===== src/include/gpio_qual_regs.vh =====
`ifndef GPIO_QUAL_REGS_VH
`define GPIO_QUAL_REGS_VH

// byte offsets on the register bus
`define QUAL_CTRL_OFFSET      8'h00
`define QUAL_SEL_LOW_OFFSET   8'h04
`define QUAL_SEL_HIGH_OFFSET  8'h08
`define PERIPH_ROUTE_OFFSET   8'h0C
`define QUAL_LEVEL_OFFSET     8'h10

// reset values: all periods zero, all pins synchronize-only
`define QUAL_CTRL_RESET       32'h0000_0000
`define QUAL_SEL_RESET        32'h0000_0000
`define PERIPH_ROUTE_RESET    32'h0000_0000

// field layout
`define PERIOD_FIELD_W        8
`define PERIOD_COUNT_W        9
`define PIN_GROUP_SIZE        8
`define QUAL_SEL_W            2
`define PIN_TOTAL             32

// qualifier mode codes
`define QMODE_SYNC            2'h0
`define QMODE_THREE           2'h1
`define QMODE_SIX             2'h2
`define QMODE_ASYNC           2'h3

// sample history depth (six-sample mode needs six)
`define SAMPLE_HIST_W         6

// bus responses
`define RESP_OKAY             2'h0
`define RESP_SLVERR           2'h2

`endif


===== src/rtl/sample_strobe_gen.v =====
`timescale 1ns/100ps
`default_nettype none
`include "gpio_qual_regs.vh"

// free-running divider; one strobe per sampling period for a group
module sample_strobe_gen (
    input  wire                         i_mclk,
    input  wire                         i_rst,
    input  wire [`PERIOD_FIELD_W-1:0]   i_period,
    output wire                         o_strobe
);
    reg  [`PERIOD_COUNT_W-1:0] count_q;
    reg                        strobe_q;
    wire [`PERIOD_COUNT_W-1:0] last_count;

    // period n means 2n cycles, so count 0 .. 2n-1
    assign last_count = {i_period, 1'b0} - 9'h001;

    // every cycle or every 2n cycles
    // '>=' keeps the counter sane when software shortens the period
    always @(posedge i_mclk) begin
        if (i_rst) begin
            count_q  <= 9'h000;
            strobe_q <= 1'b0;
        end else if (i_period == 8'h00) begin
            count_q  <= 9'h000;
            strobe_q <= 1'b1;
        end else if (count_q >= last_count) begin
            count_q  <= 9'h000;
            strobe_q <= 1'b1;
        end else begin
            count_q  <= count_q + 9'h001;
            strobe_q <= 1'b0;
        end
    end

    assign o_strobe = strobe_q;

endmodule // sample_strobe_gen
`default_nettype wire


===== src/rtl/pin_qualifier.v =====
`timescale 1ns/100ps
`default_nettype none
`include "gpio_qual_regs.vh"

// one pin: three-flop synchroniser, then optional sampling window
module pin_qualifier (
    input  wire                     i_mclk,
    input  wire                     i_rst,
    input  wire                     i_pin,
    input  wire                     i_strobe,
    input  wire [`QUAL_SEL_W-1:0]   i_mode,
    output wire                     o_level
);
    reg                          meta_q;
    reg                          sync2_q;
    reg                          sync3_q;
    reg                          held_q;
    reg  [`SAMPLE_HIST_W-1:0]    hist_q;
    reg                          level_q;
    reg                          level_d;
    wire                         synced;

    // a change counts only once stages two and three agree
    assign synced = (sync2_q == sync3_q) ? sync3_q : held_q;

    always @(posedge i_mclk) begin
        if (i_rst) begin
            meta_q  <= 1'b0;
            sync2_q <= 1'b0;
            sync3_q <= 1'b0;
            held_q  <= 1'b0;
            hist_q  <= 6'h00;
        end else begin
            meta_q  <= i_pin;
            sync2_q <= meta_q;
            sync3_q <= sync2_q;
            held_q  <= synced;
            if (i_strobe)
                hist_q <= {hist_q[4:0], synced};
        end
    end

    // in three- and six-sample modes, new level only on all-equal samples
    // short glitches leave the level alone
    always @* begin
        level_d = level_q;
        case (i_mode)
            `QMODE_THREE: begin
                if (&hist_q[2:0])
                    level_d = 1'b1;
                else if (~|hist_q[2:0])
                    level_d = 1'b0;
            end
            `QMODE_SIX: begin
                if (&hist_q)
                    level_d = 1'b1;
                else if (~|hist_q)
                    level_d = 1'b0;
            end
            // async on a gpio input acts as sync
            default: level_d = synced;
        endcase
    end

    always @(posedge i_mclk) begin
        if (i_rst)
            level_q <= 1'b0;
        else
            level_q <= level_d;
    end

    assign o_level = level_q;

endmodule // pin_qualifier
`default_nettype wire


===== src/rtl/gpio_input_qualifier.v =====
`timescale 1ns/100ps
`default_nettype none
`include "gpio_qual_regs.vh"

module gpio_input_qualifier (
    input  wire                 i_mclk,
    input  wire                 i_rst,
    // axi4-lite write address
    input  wire [7:0]           i_awaddr,
    input  wire                 i_awvalid,
    output wire                 o_awready,
    // axi4-lite write data
    input  wire [31:0]          i_wdata,
    input  wire [3:0]           i_wstrb,
    input  wire                 i_wvalid,
    output wire                 o_wready,
    // axi4-lite write response
    output wire [1:0]           o_bresp,
    output wire                 o_bvalid,
    input  wire                 i_bready,
    // axi4-lite read address
    input  wire [7:0]           i_araddr,
    input  wire                 i_arvalid,
    output wire                 o_arready,
    // axi4-lite read data
    output wire [31:0]          o_rdata,
    output wire [1:0]           o_rresp,
    output wire                 o_rvalid,
    input  wire                 i_rready,
    // pins and qualified levels
    input  wire [31:0]          i_pin,
    output wire [31:0]          o_gpio_level,
    output wire [31:0]          o_periph_level
);

    // the register layout fixes the pin count at 32
    localparam PIN_COUNT   = `PIN_TOTAL;
    localparam GROUP_COUNT = PIN_COUNT / `PIN_GROUP_SIZE;

    // software-visible configuration
    reg  [31:0]                 port_qualifier_control_q;
    reg  [31:0]                 port_qual_select_low_q;
    reg  [31:0]                 port_qual_select_high_q;
    reg  [31:0]                 periph_route_q;

    // write channel state
    reg                         awready_q;
    reg                         wready_q;
    reg                         aw_held_q;
    reg                         w_held_q;
    reg  [7:0]                  awaddr_q;
    reg  [31:0]                 wdata_q;
    reg  [3:0]                  wstrb_q;
    reg                         bvalid_q;
    reg  [1:0]                  bresp_q;

    // read channel state
    reg                         arready_q;
    reg                         rvalid_q;
    reg  [31:0]                 rdata_q;
    reg  [1:0]                  rresp_q;
    reg  [31:0]                 read_word;
    reg                         read_hit;

    // per-pin and per-group wiring
    wire [63:0]                 qual_select_all;
    wire [GROUP_COUNT-1:0]      group_strobe;
    wire [PIN_COUNT-1:0]        qual_level;
    reg  [PIN_COUNT-1:0]        periph_level_d;

    // byte-lane merge for wstrb
    function [31:0] merge_bytes;
        input [31:0] old_word;
        input [31:0] new_word;
        input [3:0]  strb;
        integer      k;
        begin
            merge_bytes = old_word;
            for (k = 0; k < 4; k = k + 1) begin
                if (strb[k])
                    merge_bytes[k*8 +: 8] = new_word[k*8 +: 8];
            end
        end
    endfunction

    // all selects as one vector, two bits per pin
    assign qual_select_all = {port_qual_select_high_q, port_qual_select_low_q};

    // one period counter per group of eight pins
    genvar g;
    generate
        for (g = 0; g < GROUP_COUNT; g = g + 1) begin : g_group
            // full eight-bit field, 0 to 255
            sample_strobe_gen u_strobe (
                .i_mclk   (i_mclk),
                .i_rst    (i_rst),
                .i_period (port_qualifier_control_q[g*`PERIOD_FIELD_W +: `PERIOD_FIELD_W]),
                .o_strobe (group_strobe[g])
            );
        end
    endgenerate

    // one qualifier per pin, fed by its group's strobe
    genvar p;
    generate
        for (p = 0; p < PIN_COUNT; p = p + 1) begin : g_pin
            pin_qualifier u_qual (
                .i_mclk   (i_mclk),
                .i_rst    (i_rst),
                .i_pin    (i_pin[p]),
                .i_strobe (group_strobe[p / `PIN_GROUP_SIZE]),
                .i_mode   (qual_select_all[p*`QUAL_SEL_W +: `QUAL_SEL_W]),
                .o_level  (qual_level[p])
            );
        end
    endgenerate

    // peripheral view of each pin
    // the async path is the only output not from a flop: it must
    // bypass the clock entirely to work without it
    integer n;
    always @* begin
        for (n = 0; n < PIN_COUNT; n = n + 1) begin
            if (periph_route_q[n] &&
                qual_select_all[n*2 +: 2] == `QMODE_ASYNC)
                periph_level_d[n] = i_pin[n];
            else
                periph_level_d[n] = qual_level[n];
        end
    end

    // address and data are taken in either order, then written together
    always @(posedge i_mclk) begin
        if (i_rst) begin
            awready_q <= 1'b1;
            wready_q  <= 1'b1;
            aw_held_q <= 1'b0;
            w_held_q  <= 1'b0;
            awaddr_q  <= 8'h00;
            wdata_q   <= 32'h0000_0000;
            wstrb_q   <= 4'h0;
            bvalid_q  <= 1'b0;
            bresp_q   <= `RESP_OKAY;
        end else begin
            if (i_awvalid && awready_q) begin
                aw_held_q <= 1'b1;
                awaddr_q  <= i_awaddr;
                awready_q <= 1'b0;
            end
            if (i_wvalid && wready_q) begin
                w_held_q <= 1'b1;
                wdata_q  <= i_wdata;
                wstrb_q  <= i_wstrb;
                wready_q <= 1'b0;
            end
            // both halves present: answer next cycle
            if (aw_held_q && w_held_q && !bvalid_q) begin
                aw_held_q <= 1'b0;
                w_held_q  <= 1'b0;
                bvalid_q  <= 1'b1;
                case (awaddr_q)
                    `QUAL_CTRL_OFFSET,
                    `QUAL_SEL_LOW_OFFSET,
                    `QUAL_SEL_HIGH_OFFSET,
                    `PERIPH_ROUTE_OFFSET: bresp_q <= `RESP_OKAY;
                    // level register is read-only; unmapped too
                    default:              bresp_q <= `RESP_SLVERR;
                endcase
            end
            // ready again only after the response is taken
            if (bvalid_q && i_bready) begin
                bvalid_q  <= 1'b0;
                awready_q <= 1'b1;
                wready_q  <= 1'b1;
            end
        end
    end

    // configuration registers, written when both halves are held
    always @(posedge i_mclk) begin
        if (i_rst) begin
            port_qualifier_control_q <= `QUAL_CTRL_RESET;
            port_qual_select_low_q   <= `QUAL_SEL_RESET;
            port_qual_select_high_q  <= `QUAL_SEL_RESET;
            periph_route_q           <= `PERIPH_ROUTE_RESET;
        end else if (aw_held_q && w_held_q && !bvalid_q) begin
            case (awaddr_q)
                `QUAL_CTRL_OFFSET:
                    port_qualifier_control_q <=
                        merge_bytes(port_qualifier_control_q, wdata_q, wstrb_q);
                `QUAL_SEL_LOW_OFFSET:
                    port_qual_select_low_q <=
                        merge_bytes(port_qual_select_low_q, wdata_q, wstrb_q);
                `QUAL_SEL_HIGH_OFFSET:
                    port_qual_select_high_q <=
                        merge_bytes(port_qual_select_high_q, wdata_q, wstrb_q);
                `PERIPH_ROUTE_OFFSET:
                    periph_route_q <=
                        merge_bytes(periph_route_q, wdata_q, wstrb_q);
                default: ;
            endcase
        end
    end

    // read decode; the level register shows live qualified state
    always @* begin
        read_word = 32'h0000_0000;
        read_hit  = 1'b1;
        case (i_araddr)
            `QUAL_CTRL_OFFSET:     read_word = port_qualifier_control_q;
            `QUAL_SEL_LOW_OFFSET:  read_word = port_qual_select_low_q;
            `QUAL_SEL_HIGH_OFFSET: read_word = port_qual_select_high_q;
            `PERIPH_ROUTE_OFFSET:  read_word = periph_route_q;
            `QUAL_LEVEL_OFFSET:    read_word = qual_level;
            default:               read_hit  = 1'b0;
        endcase
    end

    // one read at a time; data captured on the address handshake
    always @(posedge i_mclk) begin
        if (i_rst) begin
            arready_q <= 1'b1;
            rvalid_q  <= 1'b0;
            rdata_q   <= 32'h0000_0000;
            rresp_q   <= `RESP_OKAY;
        end else begin
            if (i_arvalid && arready_q) begin
                arready_q <= 1'b0;
                rvalid_q  <= 1'b1;
                rdata_q   <= read_word;
                rresp_q   <= read_hit ? `RESP_OKAY : `RESP_SLVERR;
            end
            if (rvalid_q && i_rready) begin
                rvalid_q  <= 1'b0;
                arready_q <= 1'b1;
            end
        end
    end

    // bus outputs straight from their flops
    assign o_awready = awready_q;
    assign o_wready  = wready_q;
    assign o_bvalid  = bvalid_q;
    assign o_bresp   = bresp_q;
    assign o_arready = arready_q;
    assign o_rvalid  = rvalid_q;
    assign o_rdata   = rdata_q;
    assign o_rresp   = rresp_q;

    // qualified levels for the core and for peripherals
    assign o_gpio_level   = qual_level;
    assign o_periph_level = periph_level_d;

endmodule // gpio_input_qualifier
`default_nettype wire


===== config.mk =====
export PLATFORM = sky130hd
export DESIGN_NAME = gpio_input_qualifier
export DESIGN_NICKNAME = d
export VERILOG_FILES = /design/src/rtl/sample_strobe_gen.v /design/src/rtl/pin_qualifier.v /design/src/rtl/gpio_input_qualifier.v
export VERILOG_INCLUDE_DIRS = /design/src /design/src/include
export SDC_FILE = /design/constraint.sdc
export NUM_CORES = 1
export LEC_CHECK = 0
export BUFFER_PORTS_ARGS = -buffer_cell sky130_fd_sc_hd__buf_4
export CAP_MARGIN = 20
export CORE_ASPECT_RATIO = 0.5
export CORE_MARGIN = 1.5
export CORE_UTILIZATION = 23
export DETAILED_ROUTE_END_ITERATION = 6
export PLACE_DENSITY = 0.48
export SYNTH_ARGS = -nofsm -noshare
export SYNTH_HDL_FRONTEND = slang
export SYNTH_SLANG_ARGS = --single-unit

===== constraint.sdc =====
create_clock -name i_mclk -period 5.5 [get_ports i_mclk]
set_input_delay 0.55 -clock i_mclk [delete_from_list [all_inputs] [get_ports i_mclk]]
set_output_delay 0.55 -clock i_mclk [all_outputs]
set_load 0.02 [all_outputs]

======== After elaboration in Yosys (flattened, before gate mapping) ========
Index checks and enable logic that the tools add are counted.
word-level totals
  word-level logic and storage cells ...... 907
  output and inout bits ................... 105
  register bits ........................... 607
  input bits .............................. 91
cells by class
  reduce and logical (&&, ||, !) cells .... 231
  add/subtract/negate cells ............... 8
  multiplexer cells ....................... 236
  $lt $le $gt $ge ......................... 4
  eq/ne operators ......................... 199
operators with widths
  kind                                                    count
  two-way mux 1 bit                                       201
  inequality test 3 x 2 -> 1 bit (second input constant)  64
  AND reduction 6 bit                                     32
  OR reduction 6 bit                                      32
  case mux 32 bit (5 select lines)                        1
  AND reduction 3 bit                                     48
  == test 2 bit (second input constant)                   64
  OR reduction 3 bit                                      36
  == test 2 x 1 -> 1 bit (second input constant)          32
  case mux 1 bit (2 select lines)                         32
  AND reduction 2 bit                                     32
  logical NOT 8 bit                                       6
  logical AND 1 bit                                       39
  adder 9 x 1 -> 9 bit (second input constant)            4
  greater-or-equal comparator 9 bit                       4
  subtractor 9 x 1 -> 9 bit (second input constant)       4
  == test 1 bit                                           32
  == test 8 x 4 -> 1 bit (second input constant)          4
  == test 8 x 3 -> 1 bit (second input constant)          2
  == test 8 x 5 -> 1 bit (second input constant)          1
  OR reduction 2 bit                                      3
  OR reduction 5 bit                                      1
  two-way mux 2 bit                                       2
  OR reduction 4 bit                                      1
  logical NOT 1 bit                                       1

======== Depth between registers and ports, before layout ========
Gate-level depths: netlist (run 1).
  depth in word-level cells ............... 4
  mapped depth ............................ 11

======== Modules after synthesis ========
From an unflattened synthesis (run 1), not the netlist that was laid out.
unflattened totals
  cells, all modules ...................... 2874
  area, all modules ....................... 27993.1 µm²
by module, submodules not included
  module                                       area each (µm²)  cells each  times used  seq. area each (µm²)
  pin_qualifier                                471.7            49          32          220.2
  gpio_input_qualifier                         9950.8           992         1           4264.1
  sample_strobe_gen (g_group[2].u_strobe ...)  738.2            79          2           200.2
  sample_strobe_gen (g_group[0].u_strobe ...)  735.7            78          2           200.2

======== Least setup slack after synthesis (run 1) ========
OpenSTA, ideal clock, no wires.
  kind .................................... flip-flop to flip-flop
  start ................................... reg port_qualifier_control_q[26]
  end ..................................... reg g_group[3].u_strobe.count_q[2]
  arrival ................................. 2.452 ns
  library setup time ...................... 0.078 ns
  slack ................................... 2.970 ns
  stages on the path, launching flop included .. 9
  clock period less this slack ............ 2.530 ns
  path buffers ............................ 1
  cells stage by stage .................... dfxtp_1 or4_4 nor4_1 xnor2_1 ha_1 a21boi_0 or4_1 buf_4 nor3_1
on the way
  word-level cells in the longest chain between the ends .. 3
  elaborated cells on any way between the ends .. 4
RTL lines
  element                                  RTL line                    source
  from (decl)                              gpio_input_qualifier.v:41   reg [31:0] port_qualifier_control_q;
  from (signal assigned)                   gpio_input_qualifier.v:182  port_qualifier_control_q <= `QUAL_CTRL_RESET;
  from (signal assigned)                   gpio_input_qualifier.v:189  port_qualifier_control_q <=
  subtractor 9 x 1 -> 9 bit                sample_strobe_gen.v:17      assign last_count = {i_period, 1'b0} - 9'h001;
  greater-or-equal comparator 9 bit        sample_strobe_gen.v:28      end else if (count_q >= last_count) begin
  OR reduction 3 bit (no source line) (*)  n/a
  to (signal assigned)                     sample_strobe_gen.v:32      count_q <= count_q + 9'h001;
  to (decl)                                sample_strobe_gen.v:12      reg [`PERIOD_COUNT_W-1:0] count_q;
Mark *: on every way between the ends. The rest lies on a longest branch, timed or not.
A chain may end at the register's enable or synchronous reset.

======== Final worst setup path (run 1) ========
  start ................................... reg port_qualifier_control_q[26]
  end ..................................... reg g_group[3].u_strobe.count_q[7]
The elaborated chain is that of the path after synthesis.

==> results of run 1 <==
final timing paths:
kind	endpoint	slack (ps)
hold / removal	g_pin[23].u_qual.meta_q	160
setup / recovery	g_group[3].u_strobe.count_q[7]	2750
hold reg to reg	g_pin[11].u_qual.sync2_q	430
setup reg to reg	g_group[3].u_strobe.count_q[7]	2750
layout by cell type, fill, tap and decap left out, types with 4 or more instances in the layout:
cell type  instances
inv_1             84
o41ai_1           10
nor3_1           104
a2bb2oi_1         31
clkinv_2           9
mux2i_1          351
nor4_1            38
dfxtp_1          601
xnor2_1           34
o211a_1           19
mux2_2            34
and3_1             6
nand4_1            5
a41oi_1           32
nor3b_1            5
and2_1            15
nor2b_1           96
nand4_4            9
dfxtp_2            4
a21oi_1          141
and3b_1            9
nand4_2            7
o21ai_0           83
o21a_1             4
clkbuf_16         71
ha_1             140
or3_1             44
clkbuf_1          21
a211oi_1          25
a21o_1            25
xor2_1            18
buf_4            208
nand3_1           86
clkbuf_8          14
nor2_1           379
maj3_1            11
a22oi_1           31
nand2_1          192
o2bb2ai_1         31
registers in the layout, indices dropped and copies added (netlist names), 4 cells and up:
register and count:
g_pin.u_qual.sync2_q 32, awaddr_q 8, g_pin.u_qual.sync3_q 32, port_qual_select_high_q 32, g_pin.u_qual.o_level 32, g_pin.u_qual.held_q 32, g_group.u_strobe.o_strobe 4, g_group.u_strobe.count_q 36
port_qualifier_control_q 32, o_rdata 32, wdata_q 32, port_qual_select_low_q 32, periph_route_q 32, g_pin.u_qual.meta_q 32, g_pin.u_qual.hist_q 192, wstrb_q 4
cell families (layout without fill, tap and decap cells):
logic type | Yosys count | count (layout)
simple gates | 1017 | 1017
flops | 605 | 605
compound gates | 445 | 445
mux | 385 | 385
buf+inv | 259 | 411
fa+ha+maj | 151 | 151
xor+xnor | 52 | 52
other cells | 1 | 3
stage by stage:
stage / hold WS [ps] / instance area [µm²] / cells
global placement: 417.4 / 30220 / 4544
finish: 161.3 / 32350 / 4661
CTS: 119.4 / 32320 / 4659
floorplan: 413.8 / 27430 / 2916
global route: 140.3 / 32350 / 4660
detailed placement: 424.7 / 30220 / 4544
power by group through the flow:
stage               clock [mW]  combinational, mW  sequential (mW)
floorplan                    0              0.307             4.60
global placement             0              0.461             4.62
detailed placement           0              0.466             4.62
CTS                       4.49              0.467             4.53
global route              4.67              0.500             4.53
finish                    4.33              0.462             4.53
final cells by class:
type	instances	area [µm²]	area share
diodes	1	2.502	0.00007735
well taps	1592	1992	0.06157
clock buffers	106	2048	0.06331
repair buffers	211	1624	0.05020
clock inverters	9	48.80	0.001508
inverters	85	320.3	0.009901
flip-flops and latches	605	12120	0.3745
multi-input cells	2052	14200	0.4389
Yosys cell counts, types with 17 or more instances:
| cell | instances | area [µm²] |
|---|---|---|
| a211oi_1 | 25 | 187.7 |
| a21o_1 | 25 | 187.7 |
| a21oi_1 | 142 | 710.7 |
| a22oi_1 | 31 | 232.7 |
| a2bb2oi_1 | 31 | 271.5 |
| a41oi_1 | 32 | 280.3 |
| buf_1 | 17 | 63.81 |
| buf_2 | 18 | 90.09 |
| buf_4 | 40 | 300.3 |
| clkbuf_1 | 98 | 367.9 |
| dfxtp_1 | 605 | 12110 |
| ha_1 | 140 | 1752 |
| inv_1 | 84 | 315.3 |
| mux2_2 | 34 | 382.9 |
| mux2i_1 | 351 | 3513 |
| nand2_1 | 193 | 724.4 |
| nand3_1 | 86 | 430.4 |
| nor2_1 | 380 | 1426 |
| nor2b_1 | 98 | 613.1 |
| nor3_1 | 104 | 520.5 |
| nor4_1 | 38 | 237.7 |
| o211a_1 | 19 | 190.2 |
| o21ai_0 | 83 | 415.4 |
| o2bb2ai_1 | 31 | 271.5 |
| or3_1 | 44 | 275.3 |
| xnor2_1 | 34 | 297.8 |
| xor2_1 | 18 | 157.7 |
per-layer routing:
metal  vias to the layer above  GRT usage  part of all wire
met4                         0    0.04750             0.034
met2                       282     0.2116              0.48
met3                       129    0.01481             0.028
met1                      9818     0.1562              0.46
met5                         -          0                 0
li1                      10452          -                 -
==> results.py, run 1 <==
metrics = {
    "status": {
        "status": "finished, violations left",
        "violations": "design-rule violations",
    },
    "route": {
        "antenna_left": 0,
        "totalWireLength_mm": 76.55,
        "viasPerCell": 4.437,
        "drtIter0Drc": 1103,
        "vias": 20681,
        "firstDrtPassIters": 7,
        "drc": 3,
        "wl_per_cell_um": 16.42,
    },
    "floorplanning": {
        "start_util": 0.2324,
        "die_w_um": 491.4,
        "die_h_um": 247.2,
        "core_um2": 118000,
        "row_count": 89,
        "die-area_um2": 121500,
        "pin_count": 196,
    },
    "global_routing": {
        "antenna_found_initial": 1,
        "grt_usage": 0.1227,
        "overflow": 0,
        "grt_pass1_vias": 19444,
        "grt_max_degree": 156,
        "grt_pass1_wl_mm": 116.8,
    },
    "setup_path": {
        "cpPeakStageDelay_ps": 690,
        "crit_arrival_ps": 3270,
        "crit_start": "port_qualifier_control_q[26]",
        "worst-setup-path-type": "reg -> reg",
        "worst-path-buf-inv": 0,
        "ff2ff_path_depth": 8,
        "worstPathRequired_ps": 6020,
        "cp_max_fo": 9,
        "crit_path_end_kind": "flip-flop",
        "critical_path.top_delay_family": "simple AND/OR/NAND/NOR gates",
        "r2r_start": "port_qualifier_control_q[26]",
        "worstSetupPathDepth": 8,
        "crit_slowest_cell": "or4_1",
        "crit_chain": "or4_4 > nor2_1 > xnor2_1 > ha_1 > a21oi_1 > a21boi_0 > or4_1 > nor3_1",
        "startpoint_type": "flip-flop",
    },
    "timing": {
        "worst_slew_pin_slew_ps": 1110,
        "clock.fmax_mhz": 363.4,
        "clock_skew_ps": 19.87,
        "rsz0062_at_grt": "no",
        "maxSlewHeadroom": 0.2583,
        "fin_crit_ps": 2752,
        "post-route-period-util": 0.5003,
        "hold_viol": 0,
        "fin_ws_ps": 2748,
        "fin_setup_tns_ps": 0,
        "final_max_slew_viol_count": 0,
        "setup-violations-final": 0,
    },
    "placed_design": {
        "place_congestion": 0.8052,
        "io_buffers": 193,
        "dp_slack_ps": 2737,
        "dp_hpwl_mm": 54.05,
    },
    "pwr": {
        "peakVddDrop_v": 0.0001943,
        "swShare": 0.2310,
        "power_leakage_nw": 13.86,
        "combPwrFrac": 0.050,
        "p_int_mw": 7.170,
        "switchingPower_mw": 2.153,
        "p_per_area_nw_per_um2": 288.2,
        "p_total_mw": 9.324,
        "pwr-share-clk": 0.465,
        "p_seq_frac": 0.486,
    },
    "clocking": {
        "cts.clk_slew.worst_paths_ps": 60,
        "postCtsHoldBufs": 0,
        "cts_htree_levels": 3,
        "postCtsSetupBuffers": 0,
        "cts_sinks": 605,
        "cts-root-buf": "clkbuf_16",
        "clk_latency_ps": 600,
        "cts_buffers": 66,
        "clock_tree.buffer_depth": 3,
        "cts-resized-gates": 0,
        "cts_tree": "done",
    },
    "yosys": {
        "async_flop_share": 0,
        "synth_top_family_by_area": "simple AND/OR/NAND/NOR gates",
        "synthesis.area_um2": 27430,
        "synth_flop_cell": "dfxtp_1",
        "synth_simple_gate_area_frac": 0.1814,
        "ys_seq_area_frac": 0.4416,
        "synthMuxAreaShare": 0.1421,
        "synth-compound-area-share": 0.1083,
        "postSynthAreaPerCell_um2": 9.409,
        "synthXorXnorAreaFrac": 0.01661,
        "synthCells": 2915,
        "ys_types": 59,
        "ys_warn_count": 0,
        "synthAdderAreaFrac": 0.06788,
        "synth_enable_flop_cells": 0,
        "synth_seq_cells": 605,
    },
    "cells_and_area": {
        "nNetsFinal": 3252,
        "fin_util": 0.2741,
        "area_delta_synth_final_pct": 17.96,
        "drive_above_1_share": 0.1226,
        "nFillCells": 12617,
    },
    "hold_path": {
        "hp-class": "in -> reg",
        "hold_start": "i_pin[23]",
        "hold_depth": 2,
    },
    "run": {
        "drv_cap": 0,
    },
}
No activity file was read; power rests on OpenSTA's default activity.
==> inputs of run 2 (changes only) <==
==> constraint.sdc (replaced) <==
create_clock -name i_mclk -period 2.8 [get_ports i_mclk]
set_input_delay 0.28 -clock i_mclk [delete_from_list [all_inputs] [get_ports i_mclk]]
set_output_delay 0.28 -clock i_mclk [all_outputs]
set_load 0.02 [all_outputs]
==> run 2 against run 1 <==
  * Clock-buffer cell count down 4
  * Critical endpoint is now g_group[3].u_strobe.count_q[5]
  * Critical path type unchanged
  * Critical path depth down 1
  * Routed wire length up 0.94%
  * Global-route usage up 0.15 points
  * Maximum frequency up 4.7%
  * Register-to-register slack worse by 2600 ps
  * Sequential share of layout area down 1.4 points
  * The run now ends clean
  * Largest power group is now clock
  * Clock skew up 0.66 ps
==> results.py, run 2 (synthesis gave the netlist of run 1 again) <==
metrics = {
    "hold_path": {
        "holdPathEnd": "wdata_q[17]",
        "hold_start": "i_wdata[17]",
        "hp-class": "in -> reg",
        "hold_depth": 3,
    },
    "clocking": {
        "clk_latency_ps": 620,
        "postCtsSetupBuffers": 0,
        "cts.clk_slew.worst_paths_ps": 60,
        "cts_tree": "done",
        "cts_htree_levels": 3,
        "cts_sinks": 605,
        "cts_buffers": 67,
        "clock_tree.buffer_depth": 3,
        "cts-root-buf": "clkbuf_16",
    },
    "setup_path": {
        "rr_endpoint": "g_group[3].u_strobe.count_q[5]",
        "worst-setup-path-type": "reg -> reg",
        "startpoint_type": "flip-flop",
        "r2r_slack_ps": 170,
        "crit_start": "port_qualifier_control_q[28]",
        "cp_max_fo": 9,
        "crit_path_end_kind": "flip-flop",
        "worstPathRequired_ps": 3330,
        "r2r_start": "port_qualifier_control_q[28]",
        "ff2ff_path_depth": 7,
        "crit_arrival_ps": 3160,
    },
    "timing": {
        "clock.fmax_mhz": 380.5,
        "fin_ws_ps": 171.8,
        "setup-violations-final": 0,
        "post-route-period-util": 0.9386,
        "clock_skew_ps": 20.53,
        "maxSlewHeadroom": 0.4667,
        "final_max_slew_viol_count": 0,
        "fin_crit_ps": 2628,
        "worst_slew_pin_slew_ps": 798.3,
        "fin_setup_tns_ps": 0,
        "rsz0062_at_grt": "no",
        "hold_viol": 0,
    },
    "cells_and_area": {
        "nFillCells": 12514,
        "top_regs": "g_pin.u_qual.hist_q (192), g_group.u_strobe.count_q (36)",
        "top_register": "g_pin.u_qual.hist_q",
        "final_cell_mix": "601 x dfxtp_1, 379 x nor2_1, 351 x mux2i_1",
        "drive_above_1_share": 0.1291,
        "fin_util": 0.2849,
        "layout_commonest_cell": "dfxtp_1",
        "largest_reg_flops": 192,
        "design_area_um2": 33630,
        "area_delta_synth_final_pct": 22.60,
        "nNetsFinal": 3354,
    },
    "route": {
        "wl_per_cell_um": 16.19,
        "vias": 21161,
        "drtIter0Drc": 1110,
        "firstDrtPassIters": 6,
        "antenna_left": 0,
        "drc": 0,
        "viasPerCell": 4.435,
        "totalWireLength_mm": 77.27,
    },
    "global_routing": {
        "grt_pass1_wl_mm": 119.4,
        "overflow": 0,
        "grt_usage": 0.1242,
        "grt_pass1_vias": 20598,
        "antenna_found_initial": 0,
        "grt_max_degree": 104,
    },
    "run": {
        "drv_cap": 0,
    },
    "floorplanning": {
        "die_h_um": 247.2,
        "die_w_um": 491.4,
        "start_util": 0.2324,
        "die-area_um2": 121500,
        "pin_count": 196,
        "core_um2": 118000,
        "row_count": 89,
    },
    "placed_design": {
        "dp_slack_ps": 69.57,
        "place_congestion": 0.7976,
        "dp_hpwl_mm": 55.40,
        "dpl_cell_area_um2": 30500,
        "io_buffers": 193,
    },
    "status": {
        "status": "finished, final reports clean",
    },
    "pwr": {
        "peakVddDrop_v": 0.0004159,
        "power_leakage_nw": 14.43,
        "p_per_area_nw_per_um2": 566.3,
    },
}
-- run 2: cell count changes in the layout (fill, tap and decap cells not counted), sizes merged --
cell	delta
buf	+19
bufinv	+5
clkbuf	-4
clkinv	+2
diode	+2
dlygate4sd3	+82
inv	+4
-- run 2: per-layer routing --
| layer | track usage | vias up | routed length, µm |
|---|---|---|---|
| met2 | 0.2197 | 308 | 37730 |
| met4 | 0.04357 | 0 | 2519 |
| met5 | 0 | - | 0 |
| met1 | 0.1540 | 10066 | 34880 |
| met3 | 0.01724 | 126 | 2130 |
| li1 | - | 10661 | - |
-- run 2: cell type report --
cell class / count / area, µm² / share of cell area
multi-input combinational: 2052 / 14210 / 0.4227
sequential: 605 / 12120 / 0.3603
timing repair buffer: 312 / 2693 / 0.08007
clock buffer: 102 / 2021 / 0.06009
tap: 1592 / 1992 / 0.05924
inverter: 85 / 319.1 / 0.009488
clock inverter: 20 / 262.8 / 0.007814
antenna: 3 / 7.507 / 0.0002233
-- run 2: report_power, final --
part,internal (mW),total (mW),switching [mW]
logic,0.443,1.03,0.588
registers,8.75,8.91,0.159
clock network,5.46,9.10,3.64
-- run 2: critical path, stage by stage, from the launching register on --
cell	delay (ps)
dfxtp_1	360
or4_4	510
nor4_1	260
xnor2_1	180
ha_1	270
a21boi_0	150
or4_4	600
nor3_1	200
-- run 2: through the flow --
step | instances | total power [mW] | hold WS [ps]
global route | 4768 | 19.82 | 1.560
global placement | 4564 | 10.04 | 415.1
floorplan | 2916 | 9.630 | 380.4
CTS | 4767 | 19.35 | 0.2041
finish | 4771 | 19.04 | 8.232
detailed placement | 4564 | 10.05 | 422.6
-- run 2: worst max-delay path by stage --
stage	cells after the start	to	slack, ps
after detailed placement	7	g_group[3].u_strobe.count_q[4]	70
after CTS	7	g_group[3].u_strobe.count_q[5]	50
after global placement	8	g_group[3].u_strobe.count_q[3]	140
final	7	g_group[3].u_strobe.count_q[5]	170
after floorplan	8	g_group[3].u_strobe.count_q[2]	270
after global routing	8	g_group[0].u_strobe.count_q[2]	20
-- run 2: repair_timing --
action                                  in CTS  in global routing
endpoints found under the setup margin       0                 12
hold buffers                                81                  1
endpoints found under the hold margin       96                  1
resized for setup                            0                  3
==> inputs of run 3 (changes only) <==
--- a/config.mk
+++ b/config.mk
@@ -8,11 +8,13 @@
 export LEC_CHECK = 0
 export BUFFER_PORTS_ARGS = -buffer_cell sky130_fd_sc_hd__buf_4
 export CAP_MARGIN = 20
+export CELL_PAD_IN_SITES_DETAIL_PLACEMENT = 1
+export CELL_PAD_IN_SITES_GLOBAL_PLACEMENT = 1
 export CORE_ASPECT_RATIO = 0.5
 export CORE_MARGIN = 1.5
 export CORE_UTILIZATION = 23
 export DETAILED_ROUTE_END_ITERATION = 6
-export PLACE_DENSITY = 0.48
+export PLACE_DENSITY = 0.55
 export SYNTH_ARGS = -nofsm -noshare
 export SYNTH_HDL_FRONTEND = slang
 export SYNTH_SLANG_ARGS = --single-unit
==> run 3 against run 2 <==
  * Sequential share of layout area about the same
  * Worst setup slack gained 4.8 ps
  * Critical path depth unchanged
  * Register-to-register slack about the same
  * Largest cell class unchanged
==> results.py, run 3 (synthesis gave the netlist of run 1 again) <==
metrics = {
    "status": {
        "status": "finished, final reports clean",
    },
    "floorplanning": {
        "row_count": 89,
        "die_w_um": 491.4,
        "core_um2": 118000,
        "die-area_um2": 121500,
        "pin_count": 196,
        "die_h_um": 247.2,
        "start_util": 0.2324,
    },
    "cells_and_area": {
        "area_delta_synth_final_pct": 22.46,
        "design_area_um2": 33590,
        "largest_reg_flops": 192,
        "nNetsFinal": 3356,
        "top_register": "g_pin.u_qual.hist_q",
        "layout_commonest_cell": "dfxtp_1",
        "top_regs": "g_pin.u_qual.hist_q (192), g_group.u_strobe.count_q (36)",
        "final_cell_mix": "601 x dfxtp_1, 379 x nor2_1, 351 x mux2i_1",
        "drive_above_1_share": 0.1275,
        "nFillCells": 13598,
    },
    "global_routing": {
        "grt_usage": 0.1381,
        "grt_max_degree": 132,
        "overflow": 0,
        "grt_pass1_wl_mm": 131.6,
        "antenna_found_initial": 1,
        "grt_pass1_vias": 22510,
    },
    "timing": {
        "worst_slew_pin_slew_ps": 799.8,
        "rsz0062_at_grt": "no",
        "clock_skew_ps": 28.82,
        "fin_setup_tns_ps": 0,
        "fin_crit_ps": 2623,
        "setup-violations-final": 0,
        "hold_viol": 0,
        "hold_ws_ps": 36.14,
        "fin_ws_ps": 176.7,
        "maxSlewHeadroom": 0.4668,
        "post-route-period-util": 0.9369,
        "final_max_slew_viol_count": 0,
        "clock.fmax_mhz": 381.2,
    },
    "clocking": {
        "cts_htree_levels": 3,
        "cts-root-buf": "clkbuf_16",
        "clk_latency_ps": 610,
        "cts_sinks": 605,
        "cts_tree": "done",
        "clock_tree.buffer_depth": 3,
        "cts.clk_slew.worst_paths_ps": 60,
        "cts_buffers": 68,
    },
    "setup_path": {
        "critical_path.top_delay_family": "simple AND/OR/NAND/NOR gates",
        "crit_path_end_kind": "flip-flop",
        "startpoint_type": "flip-flop",
        "cpPeakStageDelay_ps": 600,
        "crit_chain": "or4_4 > nor4_1 > xnor2_1 > ha_1 > a21boi_0 > or4_4 > nor3_1",
        "worstPathRequired_ps": 3320,
        "cpMostUsedCell": "or4_4",
        "worst-path-buf-inv": 0,
        "crit_arrival_ps": 3140,
        "worst-setup-path-type": "reg -> reg",
        "cp_max_fo": 9,
        "crit_slowest_cell": "or4_4",
    },
    "placed_design": {
        "dp_hpwl_mm": 60.41,
        "place_congestion": 0.7851,
        "dp_slack_ps": 59.59,
        "dpl_cell_area_um2": 30500,
        "io_buffers": 193,
    },
    "pwr": {
        "p_total_mw": 18.89,
        "power_leakage_nw": 14.41,
        "p_per_area_nw_per_um2": 562.5,
        "peakVddDrop_v": 0.0003476,
    },
    "run": {
        "drv_cap": 0,
    },
    "route": {
        "wl_per_cell_um": 17.75,
        "firstDrtPassIters": 5,
        "vias": 21623,
        "viasPerCell": 4.540,
        "drtIter0Drc": 795,
        "totalWireLength_mm": 84.55,
        "antenna_left": 0,
        "drc": 0,
    },
    "hold_path": {
        "hp-class": "in -> reg",
    },
}
[run 3: cell types whose count changed in the layout (fill, tap and decap cells not counted), sizes merged]
cell         change
inv              +1
buf              -2
bufinv           -2
dlygate4sd3      +3
clkinv           -1
diode            -1
clkbuf           -6
[run 3: layout make-up]
type                       count  area (µm²)  share of cell area
antenna                        2       5.005           0.0001490
clock buffer                  96        1989             0.05923
clock inverter                18       197.7            0.005886
inverter                      85       319.1            0.009499
multi-input combinational   2052       14210              0.4232
sequential                   605       12120              0.3608
tap                         1592        1992             0.05931
timing repair buffer         313        2753             0.08196
[run 3: worst min-delay path, stage by stage]
cell	delay, ps
buf_4	80
nand2_1	110
a21oi_1	140
[run 3: path summary, 6_finish.rpt]
check,from,to,slack [ps],cells past startpoint
setup / recovery,port_qualifier_control_q[28],g_group[3].u_strobe.count_q[5],180,7
hold / removal,i_wdata[17],wdata_q[17],40,3
setup reg to reg,port_qualifier_control_q[28],g_group[3].u_strobe.count_q[5],180,7
hold reg to reg,g_pin[31].u_qual.meta_q,g_pin[31].u_qual.sync2_q,430,1
[run 3: per-layer routing]
metal	part of all wire	wire, µm	vias up	GRT usage
met5	0.00015	13	-	0
met4	0.031	2620	2	0.04585
met3	0.025	2153	139	0.02024
met2	0.49	41660	219	0.2478
met1	0.45	38100	10630	0.1688
li1	-	-	10633	-
[run 3: through the flow]
step                utilization  std cells
floorplan                     -       2916
finish                   0.2845       4763
detailed placement       0.2584       4561
global route             0.2845       4761
CTS                      0.2841       4760
global placement         0.2584       4561
[run 3: report_power, final]
group	total [mW]	switching, mW	internal [mW]
clock	8.93	3.70	5.23
sequential	8.92	0.166	8.75
combinational	1.05	0.600	0.450
[run 3: repair_timing]
item | in CTS | in global routing
endpoints found under the setup margin | 0 | 22
hold endpoints to repair | 92 | 0
setup buffers | 0 | 0
hold buffers | 85 | 0
resized for setup | 0 | 3
